`config.mk`:
```
export PLATFORM = sky130hd
export DESIGN_NAME = lki_link_initiator
export DESIGN_NICKNAME = d
export VERILOG_FILES = /design/src/rtl/lki_pkg.sv /design/src/rtl/lki_link_initiator.sv
export SDC_FILE = /design/constraint.sdc
export NUM_CORES = 1
export LEC_CHECK = 0
export BUFFER_PORTS_ARGS = -buffer_cell sky130_fd_sc_hd__buf_4
export CORE_ASPECT_RATIO = 1.25
export CORE_MARGIN = 3
export CORE_UTILIZATION = 45
export CTS_BUF_LIST = sky130_fd_sc_hd__clkbuf_4
export DETAILED_ROUTE_END_ITERATION = 16
export PLACE_DENSITY = 0.64
export SYNTH_ARGS = -nofsm -noshare
export SYNTH_HDL_FRONTEND = slang
export SYNTH_SLANG_ARGS = --single-unit
```
`constraint.sdc`:
```
create_clock -name clk -period 6.66 [get_ports clk]
set_input_delay 1.332 -clock clk [delete_from_list [all_inputs] [get_ports clk]]
set_output_delay 1.332 -clock clk [all_outputs]
set_load 0.02 [all_outputs]
```
`src/rtl/lki_pkg.sv`:
```
// Package with offsets, field positions, reset values and link encodings of the link initiator.
package lki_pkg;

  // Bus address layout: control registers, blocking window, non-blocking window.
  localparam int          ADDR_W        = 10;
  localparam logic [9:0]  OFS_CTL_PRI   = 10'h000;  // link_control_primary.
  localparam logic [9:0]  OFS_CTL_SEC   = 10'h001;  // link_control_secondary.
  localparam logic [9:0]  OFS_ERR_STAT  = 10'h002;  // link_error_status.
  localparam logic [9:0]  OFS_IRQ_STAT  = 10'h003;  // link_interrupt_busy_status.
  localparam logic [9:0]  OFS_ATTR_HI   = 10'h004;  // last_transaction_attr_addr_high.
  localparam logic [9:0]  OFS_ADDR_LO   = 10'h005;  // last_transaction_addr_low.
  localparam logic [9:0]  OFS_DATA_HI   = 10'h006;  // last_transaction_data_high.
  localparam logic [9:0]  OFS_DATA_LO   = 10'h007;  // last_transaction_data_low.
  localparam logic [1:0]  WIN_BLOCKING  = 2'h1;     // Address bits 9:8 of the blocking window.
  localparam logic [1:0]  WIN_NONBLOCK  = 2'h2;     // Address bits 9:8 of the non-blocking window.

  // Field positions in link_control_primary.
  localparam int BIT_ENABLE    = 7;
  localparam int BIT_WIDTH     = 6;
  localparam int BIT_STOP_WAIT = 5;
  // Field positions in link_control_secondary.
  localparam int BIT_IRQ_EN    = 7;
  // Field positions in link_error_status.
  localparam int BIT_ERR_IF    = 7;
  localparam int BIT_ACK_ERR   = 6;
  localparam int BIT_CANCEL    = 5;
  localparam int BIT_TIMEOUT   = 4;
  // Field positions in link_interrupt_busy_status.
  localparam int BIT_TGT_IRQ   = 7;
  localparam int BIT_BUSY      = 6;
  // Field positions in last_transaction_attr_addr_high.
  localparam int BIT_READ      = 7;
  localparam int BIT_SIZE8     = 6;
  localparam int BIT_NONBLK    = 4;

  // Reset values.
  localparam logic [7:0]  RST_CTL_PRI   = 8'h00;
  localparam logic [7:0]  RST_CTL_SEC   = 8'h00;
  localparam logic [15:0] RST_DATA      = 16'h0000;

  // Command nibble sent first in every transaction; all-zero lines are the idle command.
  localparam logic [3:0]  CMD_ACTIVE    = 4'h8;  // Marks a real command.
  localparam logic [3:0]  CMD_READ      = 4'h4;  // Set for a read.
  localparam logic [3:0]  CMD_WORD      = 4'h2;  // Set for a 16-bit access.

  // Transaction shift register width.
  localparam int          SHIFT_W       = 40;

  // Transaction sequencer states.
  typedef enum logic [2:0] {
    ST_IDLE,
    ST_SEND,
    ST_RECV,
    ST_ACK
  } lki_state_t;

endpackage : lki_pkg

```
`src/rtl/lki_link_initiator.sv`:
```
// Die-to-die link initiator: registers, clock divider, transaction sequencer and pin control.
`timescale 1ns/1ns

module lki_link_initiator (
  // Clock and reset.
  input  wire logic        clk,
  input  wire logic        arst_n,
  // Operating mode of the controller.
  input  wire logic        stopMode,
  input  wire logic        waitMode,
  input  wire logic        specialMode,
  // Register and window port.
  input  wire logic [9:0]  busAddr,
  input  wire logic [15:0] busWdata,
  input  wire logic        busWord,
  input  wire logic        busWr,
  input  wire logic        busRd,
  output logic      [15:0] busRdata,
  output logic             cpuHold,
  // Interface clock pin.
  output logic             linkClockOut,
  output logic             linkClockOutOe,
  // Lower data lines.
  input  wire logic [3:0]  linkDataLowerIn,
  output logic      [3:0]  linkDataLowerOut,
  output logic      [3:0]  linkDataLowerOe,
  output logic      [3:0]  linkDataLowerPd,
  // Upper data lines.
  input  wire logic [3:0]  linkDataUpperIn,
  output logic      [3:0]  linkDataUpperOut,
  output logic      [3:0]  linkDataUpperOe,
  output logic      [3:0]  linkDataUpperPd,
  // Target interrupt pin.
  input  wire logic        targetIrqIn,
  output logic             targetIrqPd,
  // Pin ownership and events.
  output logic             lowerPinsOwned,
  output logic             upperPinsOwned,
  output logic             linkErrIrq,
  output logic             targetIrqOut
);

  // Control fields.
  logic        enable_q;        // Link enable.
  logic        width8_q;        // Eight-line width.
  logic        stopWait_q;      // Stop the clock in WAIT.
  logic [1:0]  divider_q;       // Clock divider code.
  logic        irqEn_q;         // Target interrupt enable.
  logic [3:0]  timeout_q;       // Wait cycles allowed before acknowledge.
  logic        locked_q;        // Write-once fields locked.
  // Status fields.
  logic        errIf_q;
  logic        ackErr_q;
  logic        cancel_q;
  logic        timeErr_q;
  // Last transaction record.
  logic        lastRead_q;
  logic        lastByte_q;
  logic        lastNonBlk_q;
  logic [7:0]  lastAddr_q;
  logic [15:0] lastData_q;
  // Clock generation.
  logic [1:0]  phase_q;         // Position inside one interface clock period.
  logic        run_q;           // Divider running.
  logic        clkHigh_q;       // Divided clock level.
  logic        gateNeg_q;       // Gate for divide-by-one, changes while clk is low.
  // Sequencer.
  lki_pkg::lki_state_t state_q;
  logic [lki_pkg::SHIFT_W-1:0] shift_q;
  logic [2:0]  units_q;         // Units left in the current state.
  logic [3:0]  waits_q;         // Wait cycles seen in the acknowledge state.
  logic        drive_q;         // Initiator drives the data lines.
  logic [7:0]  dataOut_q;       // Registered data line level.

  // Address decode.
  wire logic       ctlSel     = (busAddr[9:3] == 7'h00);
  wire logic       winBlk     = (busAddr[9:8] == lki_pkg::WIN_BLOCKING);
  wire logic       winNonBlk  = (busAddr[9:8] == lki_pkg::WIN_NONBLOCK);
  wire logic       winSel     = winBlk | winNonBlk;
  wire logic       wrCtlPri   = busWr & (busAddr == lki_pkg::OFS_CTL_PRI);
  wire logic       wrCtlSec   = busWr & (busAddr == lki_pkg::OFS_CTL_SEC);
  wire logic       wrErrStat  = busWr & (busAddr == lki_pkg::OFS_ERR_STAT);
  wire logic       mayConfig  = ~locked_q | specialMode;

  // Halt request: STOP always, WAIT only with stop-in-wait set.
  wire logic       halt       = stopMode | (waitMode & stopWait_q);
  // Number of bus cycles per interface clock period minus one, and its high count.
  wire logic [1:0] lastPhase  = divider_q;
  wire logic [1:0] highCount  = 2'((3'(divider_q) + 3'h1) >> 1);
  wire logic       divOne     = (divider_q == 2'h0);
  // A link tick marks the bus cycle that ends a period; data change after it.
  wire logic       linkTick   = run_q & (phase_q == lastPhase);
  // A halt may stop the running divider only outside its high phase.
  wire logic       inHigh     = run_q & clkHigh_q & ~divOne;
  wire logic       runNext    = enable_q & (~halt | inHigh);

  // Bus request into a window.
  wire logic       winReq     = (busWr | busRd) & winSel & enable_q;
  wire logic       canStart   = (state_q == lki_pkg::ST_IDLE) & run_q & ~halt;
  wire logic       startTx    = winReq & canStart & ~errIf_q;
  wire logic       cancelTx   = winReq & canStart & errIf_q;

  // Data line view, upper half ignored in four-line width.
  wire logic [7:0] dataIn     = {linkDataUpperIn & {4{width8_q}}, linkDataLowerIn};
  wire logic [7:0] usedMask   = width8_q ? 8'hff : 8'h0f;
  wire logic       ackSeen    = ((dataIn & usedMask) == usedMask);
  wire logic       waitSeen   = ((dataIn & usedMask) == 8'h00);

  // Frame contents for a new transaction.
  wire logic [3:0] cmdNib     = lki_pkg::CMD_ACTIVE | (busRd ? lki_pkg::CMD_READ : 4'h0)
                                | (busWord ? lki_pkg::CMD_WORD : 4'h0);
  wire logic [15:0] txData    = busWord ? busWdata : {busWdata[7:0], 8'h00};
  // Both layouts fill the whole shift register; the unused tail is never put on the lines.
  wire logic [lki_pkg::SHIFT_W-1:0] frame = width8_q ?
                                {4'h0, cmdNib, busAddr[7:0], txData, 8'h00} :
                                {cmdNib, busAddr[7:0], txData, 12'h000};
  // Units to send: command, offset, and write data for writes.
  wire logic [2:0] sendUnits  = width8_q ?
                                (3'h2 + (busRd ? 3'h0 : (busWord ? 3'h2 : 3'h1))) :
                                (3'h3 + (busRd ? 3'h0 : (busWord ? 3'h4 : 3'h2)));
  wire logic [2:0] recvUnits  = width8_q ? (lastByte_q ? 3'h1 : 3'h2)
                                         : (lastByte_q ? 3'h2 : 3'h4);

  // Control registers; write-once fields take writes until the lock or in special mode, stop-in-wait and interrupt enable always.
  always_ff @(posedge clk or negedge arst_n) begin
    if (!arst_n) begin
      enable_q   <= lki_pkg::RST_CTL_PRI[lki_pkg::BIT_ENABLE];
      width8_q   <= lki_pkg::RST_CTL_PRI[lki_pkg::BIT_WIDTH];
      stopWait_q <= lki_pkg::RST_CTL_PRI[lki_pkg::BIT_STOP_WAIT];
      divider_q  <= lki_pkg::RST_CTL_PRI[1:0];
      irqEn_q    <= lki_pkg::RST_CTL_SEC[lki_pkg::BIT_IRQ_EN];
      timeout_q  <= lki_pkg::RST_CTL_SEC[3:0];
      locked_q   <= 1'b0;
    end else begin
      if (wrCtlPri) begin
        stopWait_q <= busWdata[lki_pkg::BIT_STOP_WAIT];
        if (mayConfig) begin
          enable_q  <= busWdata[lki_pkg::BIT_ENABLE];
          width8_q  <= busWdata[lki_pkg::BIT_WIDTH];
          divider_q <= busWdata[1:0];
        end
        // The lock arms only by a write of one to the enable in normal mode.
        if (mayConfig && !specialMode && busWdata[lki_pkg::BIT_ENABLE]) begin
          locked_q <= 1'b1;
        end
      end
      if (wrCtlSec) begin
        irqEn_q <= busWdata[lki_pkg::BIT_IRQ_EN];
        if (mayConfig) begin
          timeout_q <= busWdata[3:0];
        end
      end
    end
  end

  // Divider phase and level; the level is high for the first half, rounded down.
  always_ff @(posedge clk or negedge arst_n) begin
    if (!arst_n) begin
      run_q     <= 1'b0;
      phase_q   <= 2'h0;
      clkHigh_q <= 1'b0;
    end else begin
      run_q <= runNext;
      if (!runNext) begin
        phase_q   <= 2'h0;
        clkHigh_q <= 1'b0;
      end else begin
        phase_q   <= (phase_q == lastPhase || !run_q) ? 2'h0 : 2'(phase_q + 2'h1);
        clkHigh_q <= (phase_q == lastPhase || !run_q) ? 1'b1
                     : (2'(phase_q + 2'h1) < highCount);
      end
    end
  end

  // Divide-by-one gate updates while clk is low, so the gated clock never glitches.
  always_ff @(negedge clk or negedge arst_n) begin
    if (!arst_n) begin
      gateNeg_q <= 1'b0;
    end else begin
      gateNeg_q <= run_q;
    end
  end

  // Interface clock: bus clock itself when divided by one, else the divided level.
  assign linkClockOut   = divOne ? (clk & gateNeg_q) : clkHigh_q;
  assign linkClockOutOe = enable_q;

  // Transaction sequencer; a halt abandons the transaction so lines return to idle.
  always_ff @(posedge clk or negedge arst_n) begin
    if (!arst_n) begin
      state_q <= lki_pkg::ST_IDLE;
      shift_q <= '0;
      units_q <= 3'h0;
      waits_q <= 4'h0;
    end else if (!enable_q || halt) begin
      state_q <= lki_pkg::ST_IDLE;
      units_q <= 3'h0;
      waits_q <= 4'h0;
    end else begin
      unique case (state_q)
        lki_pkg::ST_IDLE: begin
          if (startTx) begin
            state_q <= lki_pkg::ST_SEND;
            shift_q <= frame;
            units_q <= sendUnits;
          end
        end
        lki_pkg::ST_SEND: begin
          if (linkTick) begin
            shift_q <= width8_q ? {shift_q[lki_pkg::SHIFT_W-9:0], 8'h00}
                                : {shift_q[lki_pkg::SHIFT_W-5:0], 4'h0};
            units_q <= 3'(units_q - 3'h1);
            if (units_q == 3'h1) begin
              state_q <= lastRead_q ? lki_pkg::ST_RECV : lki_pkg::ST_ACK;
              units_q <= recvUnits;
              waits_q <= 4'h0;
            end
          end
        end
        lki_pkg::ST_RECV: begin
          if (linkTick) begin
            units_q <= 3'(units_q - 3'h1);
            if (units_q == 3'h1) begin
              state_q <= lki_pkg::ST_ACK;
            end
          end
        end
        lki_pkg::ST_ACK: begin
          if (linkTick) begin
            waits_q <= 4'(waits_q + 4'h1);
            if (ackSeen || !waitSeen || waits_q == timeout_q) begin
              state_q <= lki_pkg::ST_IDLE;
            end
          end
        end
      endcase
    end
  end

  // Initiator drives the lines except while the target answers.
  assign drive_q = ~((state_q == lki_pkg::ST_RECV) | (state_q == lki_pkg::ST_ACK));

  // Registered line level: frame units while sending, the idle command otherwise.
  always_ff @(posedge clk or negedge arst_n) begin
    if (!arst_n) begin
      dataOut_q <= 8'h00;
    end else if (state_q == lki_pkg::ST_SEND && !halt) begin
      dataOut_q <= width8_q ? shift_q[lki_pkg::SHIFT_W-1 -: 8]
                            : {4'h0, shift_q[lki_pkg::SHIFT_W-1 -: 4]};
    end else begin
      dataOut_q <= 8'h00;
    end
  end

  // Pin control: lower lines with the enable, upper only in eight-line width.
  assign lowerPinsOwned   = enable_q;
  assign upperPinsOwned   = enable_q & width8_q;
  assign linkDataLowerOut = dataOut_q[3:0];
  assign linkDataUpperOut = dataOut_q[7:4];
  assign linkDataLowerOe  = {4{lowerPinsOwned & (drive_q | halt)}};
  assign linkDataUpperOe  = {4{upperPinsOwned & (drive_q | halt)}};
  assign linkDataLowerPd  = {4{lowerPinsOwned & ~(drive_q | halt)}};
  assign linkDataUpperPd  = {4{upperPinsOwned & ~(drive_q | halt)}};
  assign targetIrqPd      = enable_q;

  // Status and record of the last transaction; a new error wins over a same-cycle clear.
  wire logic ackDone  = (state_q == lki_pkg::ST_ACK) & linkTick & enable_q & ~halt;
  wire logic ackBad   = ackDone & ~ackSeen & ~waitSeen;
  wire logic timeHit  = ackDone & waitSeen & (waits_q == timeout_q);
  wire logic newErr   = ackBad | timeHit | cancelTx;
  wire logic clrErr   = wrErrStat & busWdata[lki_pkg::BIT_ERR_IF];

  always_ff @(posedge clk or negedge arst_n) begin
    if (!arst_n) begin
      errIf_q   <= 1'b0;
      ackErr_q  <= 1'b0;
      cancel_q  <= 1'b0;
      timeErr_q <= 1'b0;
    end else begin
      errIf_q   <= newErr | (errIf_q & ~clrErr);
      ackErr_q  <= ackBad | (ackErr_q & ~clrErr);
      cancel_q  <= cancelTx | (cancel_q & ~clrErr);
      timeErr_q <= timeHit | (timeErr_q & ~clrErr);
    end
  end

  // Record of the last request and the data that came back.
  always_ff @(posedge clk or negedge arst_n) begin
    if (!arst_n) begin
      lastRead_q   <= 1'b0;
      lastByte_q   <= 1'b0;
      lastNonBlk_q <= 1'b0;
      lastAddr_q   <= 8'h00;
      lastData_q   <= lki_pkg::RST_DATA;
    end else if (startTx) begin
      lastRead_q   <= busRd;
      lastByte_q   <= ~busWord;
      lastNonBlk_q <= winNonBlk;
      lastAddr_q   <= busAddr[7:0];
      lastData_q   <= busRd ? lastData_q : (busWord ? busWdata : {8'h00, busWdata[7:0]});
    end else if (state_q == lki_pkg::ST_RECV && linkTick && enable_q && !halt) begin
      lastData_q   <= width8_q ? {lastData_q[7:0], dataIn}
                               : {lastData_q[11:0], dataIn[3:0]};
    end
  end

  // Blocking accesses hold the processor until the transaction ends.
  assign cpuHold      = (state_q != lki_pkg::ST_IDLE) & ~lastNonBlk_q;
  assign linkErrIrq   = errIf_q;
  assign targetIrqOut = targetIrqIn & irqEn_q & enable_q;

  // Read mux; window reads return the data held in the last transaction record.
  logic [7:0] regRead;
  always_comb begin
    regRead = 8'h00;
    unique case (busAddr[2:0])
      3'h0: regRead = {enable_q, width8_q, stopWait_q, 3'h0, divider_q};
      3'h1: regRead = {irqEn_q, 3'h0, timeout_q};
      3'h2: regRead = {errIf_q, ackErr_q, cancel_q, timeErr_q, 4'h0};
      3'h3: regRead = {targetIrqIn & enable_q, state_q != lki_pkg::ST_IDLE, 6'h00};
      3'h4: regRead = {lastRead_q, lastByte_q, 1'b0, lastNonBlk_q, 4'h0};
      3'h5: regRead = lastAddr_q;
      3'h6: regRead = lastData_q[15:8];
      3'h7: regRead = lastData_q[7:0];
    endcase
  end

  // Read data stand in the cycle after the strobe only; unmapped reads return zero.
  always_ff @(posedge clk or negedge arst_n) begin
    if (!arst_n) begin
      busRdata <= 16'h0000;
    end else if (busRd && ctlSel) begin
      busRdata <= {8'h00, regRead};
    end else if (busRd && winSel) begin
      busRdata <= lastData_q;
    end else begin
      busRdata <= 16'h0000;
    end
  end

endmodule : lki_link_initiator

```
==> impl_metrics.csv, run 1 <==
group,metric,value,unit
timing,finalSetupViolCount,0,
setup_path,reg2reg_depth,0,
cells_and_area,finalInstanceArea,7295,um2
die,dieWidth,113.4,um
clocking,cts_tree,"built",
setup_path,crit_chain,"nand3_1, o21ai_0, buf_4",
clocking,cts_hold_buf,0,
logic_synthesis,netlist.area_leader.share,42.82,%
timing,whs,0.4961,ns
grt,antenna_found_initial,0,
setup_path,rr_endpoint,"gateNeg_q$_DFF_NN0_",
clocking,cts_resized,0,
timing,hold_viol_final,0,
die,die_height,140.2,um
logic_synthesis,syn_avg_cell_area,10.17,um2
grt,grt_use_total,22.87,%
placed_design,placed_area,7147,um2
hold_path,holdPathStages,1,
routing,avgViaCountPerCell,5.991,
logic_synthesis,async_reset_ff_share,100.0,%
logic_synthesis,synth.distinct_cells,61,
setup_path,cp_slowest_cell,"dfrtn_1",
timing,fin_skew,0.04286,ns
setup_path,path_class,"flip-flop to output pin",
cells_and_area,drive_above_1_share,26.01,%
setup_path,end_kind,"output pin",
clocking,clk_latency,0.59,ns
die,dieArea,15900,um2
setup_path,critical_path_required,5.33,ns
pwr,irDropWorstVdd,0.1077,mV
routing,num_vias,5218,
logic_synthesis,syn_area,6487,um2
routing,ant_nets,0,
setup_path,crit_family,"flip-flops",
job,cap_violations,0,
clocking,path_clk_slew,0.15,ns
run_status,status,"completed",
cells_and_area,multiInputGateArea,3302,um2
setup_path,path_depth,3,
logic_synthesis,synth_top_area_cell,"dfrtp_1",
hold_path,holdPathEnd,"locked_q$_DFFE_PN0P_",
setup_path,ff2ff_setup_slack,2.60,ns
cells_and_area,finalNetCount,750,
timing,slew_headroom,26.74,%
cells_and_area,fillers,1268,
logic_synthesis,synth_area_leaders,"dfrtp_1 (43%), mux2_2 (8.0%), mux2i_1 (5.9%), mux4_2 (4.5%), a21oi_1 (3.4%)",
placed_design,port-buffer-count,90,
setup_path,crit_fanout,1,
die,rows,48,
placed_design,hpwl,12560,um
placed_design,place_congestion,0.8559,
grt,grt_first_pass_wirelength,28150,um
logic_synthesis,yosysWarningCount,0,
routing,drtIter0Drc,320,
grt,globalRouteOverflowTotal,0,
timing,finalSetupTns,0,ns
clocking,post_cts_buffers,0,
pwr,power_leakage,0.003360,uW
cells_and_area,final_common_cell,"dfrtp_1",
logic_synthesis,synth-edff-count,0,
logic_synthesis,ys.flop_type,"dfrtp_1",
setup_path,startpoint_type,"flip-flop",
die,ios,91,
die,start_util,46.56,%
routing,drc,0,
hold_path,hold_start,"locked_q$_DFFE_PN0P_",
routing,drt_first_pass_iters,5,
timing,slew_violations,0,
grt,grt_pass1_vias,5254,
routing,drt_wl_total,17600,um
setup_path,cp.buffers_inverters,1,
routing,wire_per_inst,20.21,um
logic_synthesis,netlist_instances,638,
hold_path,hp-class,"flip-flop to flip-flop",
cells_and_area,syn2layout_area_growth,12.44,%
logic_synthesis,ys_seq_area_share,43.20,%
setup_path,critPathMaxStageDelay,0.41,ns
logic_synthesis,synth_seq_cells,112,
logic_synthesis,syn-num-nets,696,
cells_and_area,regArea,2804,um2
grt,grt_start_max_net_pins,73,
pwr,power.density,157.6,nW/um2
cells_and_area,n_antenna_cell,0,
timing,max_slew.worst_pin.slew,1.091,ns
setup_path,r2r_start,"run_q$_DFF_PN0_",
die,core_area,13930,um2
cells_and_area,final_cell_mix,"dfrtp_1 (110), buf_4 (96), nor2_1 (56)",
setup_path,cp.arrival,4.58,ns
timing,grt_setup_unrepaired,"false",
[synthesized netlist by cell type, types with 17 or more instances]
library cell,n
nor2_1,56
nand3_1,18
clkbuf_1,17
inv_1,27
dfrtp_1,111
a21oi_1,44
mux2i_1,38
o21ai_0,42
nand2_1,32
buf_2,18
mux2_2,46
[state kept, by name, summed over array words and instances, names as in the netlist, 3 cells and up]
name and count:
shift_q 32, busRdata 16, lastData_q 16, dataOut_q 8, lastAddr_q 8, timeout_q 4, waits_q 4, units_q 3
[cell families after synthesis]
family          after synthesis  synth area share, %
compound gates              153                15.08
simple gates                170                13.25
flops                       112                43.20
mux                          97                18.36
fa+ha+maj                    15                2.893
xor+xnor                      8                1.080
buf+inv                      83                6.133
[metrics by stage]
step           util [%]  total power [uW]  cells  setup WS, ns
2_1_floorplan         -             743.1    638         1.341
5_1_grt           52.35              1199    871        0.6598
4_1_cts           52.35              1160    871        0.7074
3_3_place_gp      51.29             800.6    853         1.345
3_5_place_dp      51.29             801.9    853         1.351
6_report          52.35              1150    871        0.7473
[layout make-up]
type / count / area share (%)
multi-input cells: 443 / 45.27
flip-flops and latches: 112 / 38.44
repair buffers: 95 / 9.777
well taps: 175 / 3.002
clock buffers: 14 / 1.441
inverters: 27 / 1.389
clock inverters: 5 / 0.6861
[worst max-delay path by stage]
stage / from / to / slack, ns
after global placement: gateNeg_q$_DFF_NN0_ / linkClockOut / 1.35
after detailed placement: gateNeg_q$_DFF_NN0_ / linkClockOut / 1.35
final: gateNeg_q$_DFF_NN0_ / linkClockOut / 0.75
after CTS: gateNeg_q$_DFF_NN0_ / linkClockOut / 0.71
after floorplan: gateNeg_q$_DFF_NN0_ / linkClockOut / 1.34
after global routing: gateNeg_q$_DFF_NN0_ / linkClockOut / 0.66
[metal layers]
metal / vias to the layer above / part of all wire [%] / wire, um / GRT usage (%)
met5: - / 0 / 0 / 0
met4: 0 / 3.0 / 528 / 10.57
met2: 180 / 50 / 8774 / 36.61
met3: 32 / 5.8 / 1025 / 4.494
met1: 2609 / 41 / 7270 / 29.94
li1: 2397 / - / - / -
[where the power goes]
group	switching, uW	internal [uW]	leakage [uW]
Sequential	1.69	682	0.00153
Combinational	65.4	39.8	0.00174
Clock	227	134	0.0000901
Total	294	856	0.00336
Note: power is estimated with default switching activity, not from simulation.
==> inputs of run 2 (changes only) <==
--- a/config.mk
+++ b/config.mk
@@ -5,6 +5,7 @@
 export SDC_FILE = /design/constraint.sdc
 export NUM_CORES = 1
 export LEC_CHECK = 0
+export ABC_AREA = 1
 export BUFFER_PORTS_ARGS = -buffer_cell sky130_fd_sc_hd__buf_4
 export CORE_ASPECT_RATIO = 1.25
 export CORE_MARGIN = 3
==> run 2 against run 1 <==
Global-route usage increased by 2.5 points. Clock power rose by 8.3%. Sequential power rose by 55%. Largest power group unchanged. Via count rose by 19%. Count of clock-buffer cells in the layout decreased by 1. Combinational power grew to 10 times the previous value. Synthesized area increased by 0.42%. Utilization hardly changed. Power increased by 120%. Critical path type unchanged. Flip-flop and latch count stayed put. Cell area rose by 0.51%. First-iteration DRC count is 79% higher.
==> impl_metrics.csv, run 2 <==
group,metric,value,unit
run_status,status,"completed",
logic_synthesis,synth-simple-area-share,27.62,%
timing,slew_violations,0,
logic_synthesis,synth_fa_ha_area_share,2.881,%
clocking,cts_tree,"built",
timing,hold_viol_final,0,
placed_design,hpwl,14530,um
cells_and_area,finalNetCount,1006,
die,dieWidth,113.6,um
pwr,p_sw,1091,uW
logic_synthesis,synth.distinct_cells,41,
routing,drc,0,
clocking,clk_latency,0.60,ns
placed_design,port-buffer-count,90,
hold_path,holdPathStages,2,
die,ios,91,
logic_synthesis,yosysWarningCount,0,
logic_synthesis,syn_area,6515,um2
hold_path,hp-class,"flip-flop to flip-flop",
die,start_util,46.56,%
pwr,swShare,43.60,%
grt,antenna_found_initial,1,
pwr,pwr-share-comb,42.0,%
clocking,post_cts_buffers,0,
cells_and_area,reg_top3,"shift_q (32), busRdata (16), lastData_q (16)",
cells_and_area,top_register,"shift_q",
grt,grt_pass1_vias,5978,
logic_synthesis,ys_seq_area_share,43.02,%
pwr,seq_power_share,42.3,%
setup_path,cp.arrival,4.61,ns
die,dieArea,15970,um2
timing,slew_headroom,24.49,%
setup_path,startpoint_type,"flip-flop",
routing,drtIter0Drc,572,
die,die_height,140.5,um
routing,wire_per_inst,17.38,um
clocking,cts_resized,0,
logic_synthesis,synth.area.mux_share,0,%
routing,avgViaCountPerCell,5.496,
logic_synthesis,synth_area_leaders,"dfrtp_1 (43%), nand2_1 (15%), inv_1 (5.6%), o21ai_0 (5.1%), nand3_1 (4.9%)",
pwr,p_clk_share,15.6,%
setup_path,reg2reg_depth,0,
pwr,power.density,341.3,nW/um2
logic_synthesis,netlist.area_leader.share,42.63,%
timing,fin_skew,0.04575,ns
grt,grt_start_max_net_pins,65,
cells_and_area,final_common_cell,"nand2_1",
placed_design,place_congestion,0.9126,
logic_synthesis,synth_seq_cells,112,
logic_synthesis,ys.flop_type,"dfrtp_1",
timing,finalSetupTns,0,ns
grt,grt_first_pass_wirelength,31420,um
routing,drt_first_pass_iters,8,
pwr,power_leakage,0.003796,uW
logic_synthesis,syn_avg_cell_area,7.345,um2
timing,max_slew.worst_pin.slew,1.128,ns
pwr,p_int,1411,uW
logic_synthesis,synth_top_area_cell,"dfrtp_1",
cells_and_area,largest_reg_flops,32,
logic_synthesis,synth_compound_area_share,15.86,%
setup_path,crit_fanout,1,
logic_synthesis,synth-xor-area-share,0.5377,%
setup_path,path_class,"flip-flop to output pin",
logic_synthesis,yosysMostFrequentCell,"nand2_1",
clocking,path_clk_slew,0.16,ns
timing,grt_setup_unrepaired,"false",
logic_synthesis,syn-num-nets,945,
timing,whs,0.4757,ns
setup_path,critical_path_required,5.33,ns
cells_and_area,syn2layout_area_growth,12.54,%
logic_synthesis,synth-edff-count,0,
logic_synthesis,async_reset_ff_share,100.0,%
logic_synthesis,netlist_instances,887,
pwr,irDropWorstVdd,0.1633,mV
grt,globalRouteOverflowTotal,0,
logic_synthesis,synth_top_family_by_area,"simple AND/OR/NAND/NOR gates",
cells_and_area,drive_above_1_share,12.80,%
die,rows,48,
routing,drt_wl_total,19640,um
routing,ant_nets,0,
job,cap_violations,0,
grt,grt_use_total,25.36,%
die,core_area,13990,um2
logic_synthesis,synthTopCellsByCount,"nand2_1 (266), dfrtp_1 (111), inv_1 (97), o21ai_0 (66), nand3_1 (64)",
clocking,cts_hold_buf,0,
cells_and_area,final_cell_mix,"nand2_1 (266), dfrtp_1 (111), inv_1 (97)",
setup_path,end_kind,"output pin",
routing,num_vias,6210,
timing,finalSetupViolCount,0,
-- run 2: metal layers --
layer,up-vias,track usage [%],wire length [um]
met3,51,5.272,1152
met5,-,0,0
met4,0,11.14,692
li1,3015,-,-
met1,2920,33.09,8306
met2,224,40.55,9484
-- run 2: power groups by stage --
stage                     logic [uW]  clock network, uW  registers, uW
after floorplan                  775               5.57           1050
after global placement          1040               10.1           1070
after detailed placement        1050               10.1           1070
after CTS                       1050                400           1060
after global routing            1200                426           1090
final                           1050                391           1060
-- run 2: worst paths after layout --
kind                       slack (ns)                  from                     end
min reg2reg                      0.48  locked_q$_DFFE_PN0P_    locked_q$_DFFE_PN0P_
max reg2reg                      2.67       run_q$_DFF_PN0_     gateNeg_q$_DFF_NN0_
min                              0.48  locked_q$_DFFE_PN0P_    locked_q$_DFFE_PN0P_
max                              0.72   gateNeg_q$_DFF_NN0_            linkClockOut
min in group asynchronous        0.84                arst_n  units_q[0]$_DFFE_PN0P_
max in group asynchronous        2.81                arst_n     gateNeg_q$_DFF_NN0_
-- run 2: metrics by stage --
stage	setup slack, ns	instances	instance area, um2	util, %	power [uW]
floorplan	1.413	887	6515	-	1828
global placement	1.382	1109	7166	51.21	2116
detailed placement	1.366	1109	7166	51.21	2130
CTS	0.7108	1128	7327	52.36	2510
global route	0.6610	1130	7332	52.40	2709
finish	0.7198	1130	7332	52.40	2503
-- run 2: cells by family (layout without fill, tap and decap cells) --
logic type / Yosys count / after routing
and+or+nand+nor: 429 / 429
AOI/OAI and AO/OA: 179 / 179
xor gates and xnor gates: 4 / 4
other: 0 / 2
buffers and inverters: 148 / 214
adders and majority gates: 15 / 15
DFF: 112 / 112
-- run 2: critical path: stages, from the launching register on --
cell,delay (ns)
dfrtn_1,0.43
nand3_1,0.08
nand2_1,0.07
buf_4,0.13
-- run 2: layout make-up --
class	instances	area, um2
tap	175	219.0
clock buffer	13	97.59
clock inverter	7	71.32
timing repair buffer	94	705.7
fill	1465	6661
multi-input combinational	627	3055
antenna	2	5.005
inverter	100	375.4
sequential	112	2803
==> inputs of run 3 (changes only) <==
--- a/config.mk
+++ b/config.mk
@@ -12,6 +12,7 @@
 export CORE_UTILIZATION = 45
 export CTS_BUF_LIST = sky130_fd_sc_hd__clkbuf_4
 export DETAILED_ROUTE_END_ITERATION = 16
+export MAX_ROUTING_LAYER = met4
 export PLACE_DENSITY = 0.64
 export SYNTH_ARGS = -nofsm -noshare
 export SYNTH_HDL_FRONTEND = slang
==> run 3 against run 2 <==
Power fell by 0.44%. Worst hold slack improved by 0.0046 ns. First-iteration DRC count decreased by 6.5%. Routed wire length grew 1.5%. Critical path depth did not move. Via count down 0.81%. Sequential share of layout area is 0.059 points higher. Cell count unchanged. Register-to-register slack about the same. Combinational power about the same. Cell area shrank 0.15%. Setup slack better by 0.012 ns. Critical path type unchanged. Largest cell class unchanged.
==> impl_metrics.csv, run 3 (same netlist as run 2, synthesis figures left out) <==
group,metric,value,unit
timing,slew_headroom,25.31,%
placed_design,port-buffer-count,90,
grt,grtUsageMet1,33.37,%
setup_path,end_kind,"output pin",
grt,globalRouteOverflowTotal,0,
die,dieArea,15970,um2
die,core_area,13990,um2
die,ios,91,
timing,fin_skew,0.05124,ns
grt,global_route.usage.met3,3.889,%
grt,grtUsageMet2,42.13,%
cells_and_area,drive_above_1_share,13.01,%
setup_path,crit_fanout,1,
run_status,status,"completed",
routing,num_vias,6160,
timing,max_slew.worst_pin.slew,1.116,ns
routing,drc,0,
setup_path,critical_path_required,5.33,ns
pwr,power.density,340.3,nW/um2
timing,grt_setup_unrepaired,"false",
clocking,cts_tree,"built",
timing,slew_violations,0,
cells_and_area,syn2layout_area_growth,12.37,%
routing,drt_first_pass_iters,7,
routing,wire_per_inst,17.64,um
pwr,power_leakage,0.003791,uW
timing,hold_viol_final,0,
grt,grt_use_total,26.29,%
cells_and_area,regArea,2803,um2
routing,drt_wl_total,19930,um
clocking,cts_hold_buf,0,
routing,drtIter0Drc,535,
pwr,power,2491,uW
cells_and_area,finalNetCount,1006,
die,start_util,46.56,%
routing,ant_nets,0,
cells_and_area,fin_util,52.32,%
timing,finalSetupTns,0,ns
grt,antenna_found_initial,1,
cells_and_area,largest_reg_flops,32,
timing,whs,0.4802,ns
pwr,irDropWorstVdd,0.1739,mV
grt,grt_start_max_net_pins,65,
timing,finalSetupViolCount,0,
cells_and_area,top_register,"shift_q",
hold_path,hp-class,"flip-flop to flip-flop",
cells_and_area,final_cell_mix,"nand2_1 (266), dfrtp_1 (111), inv_1 (97)",
die,dieWidth,113.6,um
clocking,cts_resized,0,
routing,avgViaCountPerCell,5.451,
die,die_height,140.5,um
placed_design,place_congestion,0.9182,
placed_design,hpwl,14650,um
die,rows,48,
cells_and_area,multiInputGateArea,3055,um2
setup_path,path_class,"flip-flop to output pin",
setup_path,startpoint_type,"flip-flop",
grt,grt.busiest_layer,"met2",
placed_design,placed_area,7166,um2
clocking,clk_latency,0.62,ns
cells_and_area,finalInstanceArea,7321,um2
clocking,path_clk_slew,0.17,ns
cells_and_area,final_common_cell,"nand2_1",
job,cap_violations,0,
cells_and_area,fillers,1461,
grt,grt_first_pass_wirelength,31640,um
cells_and_area,reg_top3,"shift_q (32), busRdata (16), lastData_q (16)",
grt,grt_pass1_vias,5916,
clocking,post_cts_buffers,0,
setup_path,cp.arrival,4.60,ns
-- run 3: layer usage --
layer	up-vias	wire length [um]
met3	35	1249
met1	2890	8331
met2	217	9824
met5	-	0
met4	0	525
li1	3018	-
-- run 3: path summary, 6_finish.rpt --
check | slack, ns | startpoint | end | cells after the start
worst max-delay path | 0.73 | gateNeg_q$_DFF_NN0_ | linkClockOut | 3
worst min-delay path | 0.48 | locked_q$_DFFE_PN0P_ | locked_q$_DFFE_PN0P_ | 2
worst max register to register | 2.67 | run_q$_DFF_PN0_ | gateNeg_q$_DFF_NN0_ | 0
worst min register to register | 0.48 | locked_q$_DFFE_PN0P_ | locked_q$_DFFE_PN0P_ | 2
max in group asynchronous | 2.82 | arst_n | gateNeg_q$_DFF_NN0_ | 1
min in group asynchronous | 0.81 | arst_n | units_q[0]$_DFFE_PN0P_ | 2
-- run 3: critical path, cell delays in order, from the launching register on --
cell and delay (ns):
dfrtn_1 0.43, nand3_1 0.07, nand2_1 0.06, buf_4 0.14
-- run 3: final cells by class --
cell class,count,area share (%)
Clock inverter,7,0.8204
Clock buffer,13,1.333
Inverter,100,5.127
Multi-Input combinational cell,627,41.74
Antenna cell,2,0.06836
Tap cell,175,2.991
Timing Repair Buffer,94,9.639
Sequential cell,112,38.28
-- run 3: power by group --
part / internal, uW / switching (uW) / total [uW]
Combinational: 380 / 674 / 1050
Clock: 108 / 269 / 378
Sequential: 892 / 167 / 1060
Total: 1380 / 1110 / 2490
-- run 3: metrics by stage --
stage	worst slack, ns	cells
2_1_floorplan	1.413	887
3_3_place_gp	1.385	1109
3_5_place_dp	1.372	1109
4_1_cts	0.7137	1128
5_1_grt	0.6828	1130
6_report	0.7322	1130
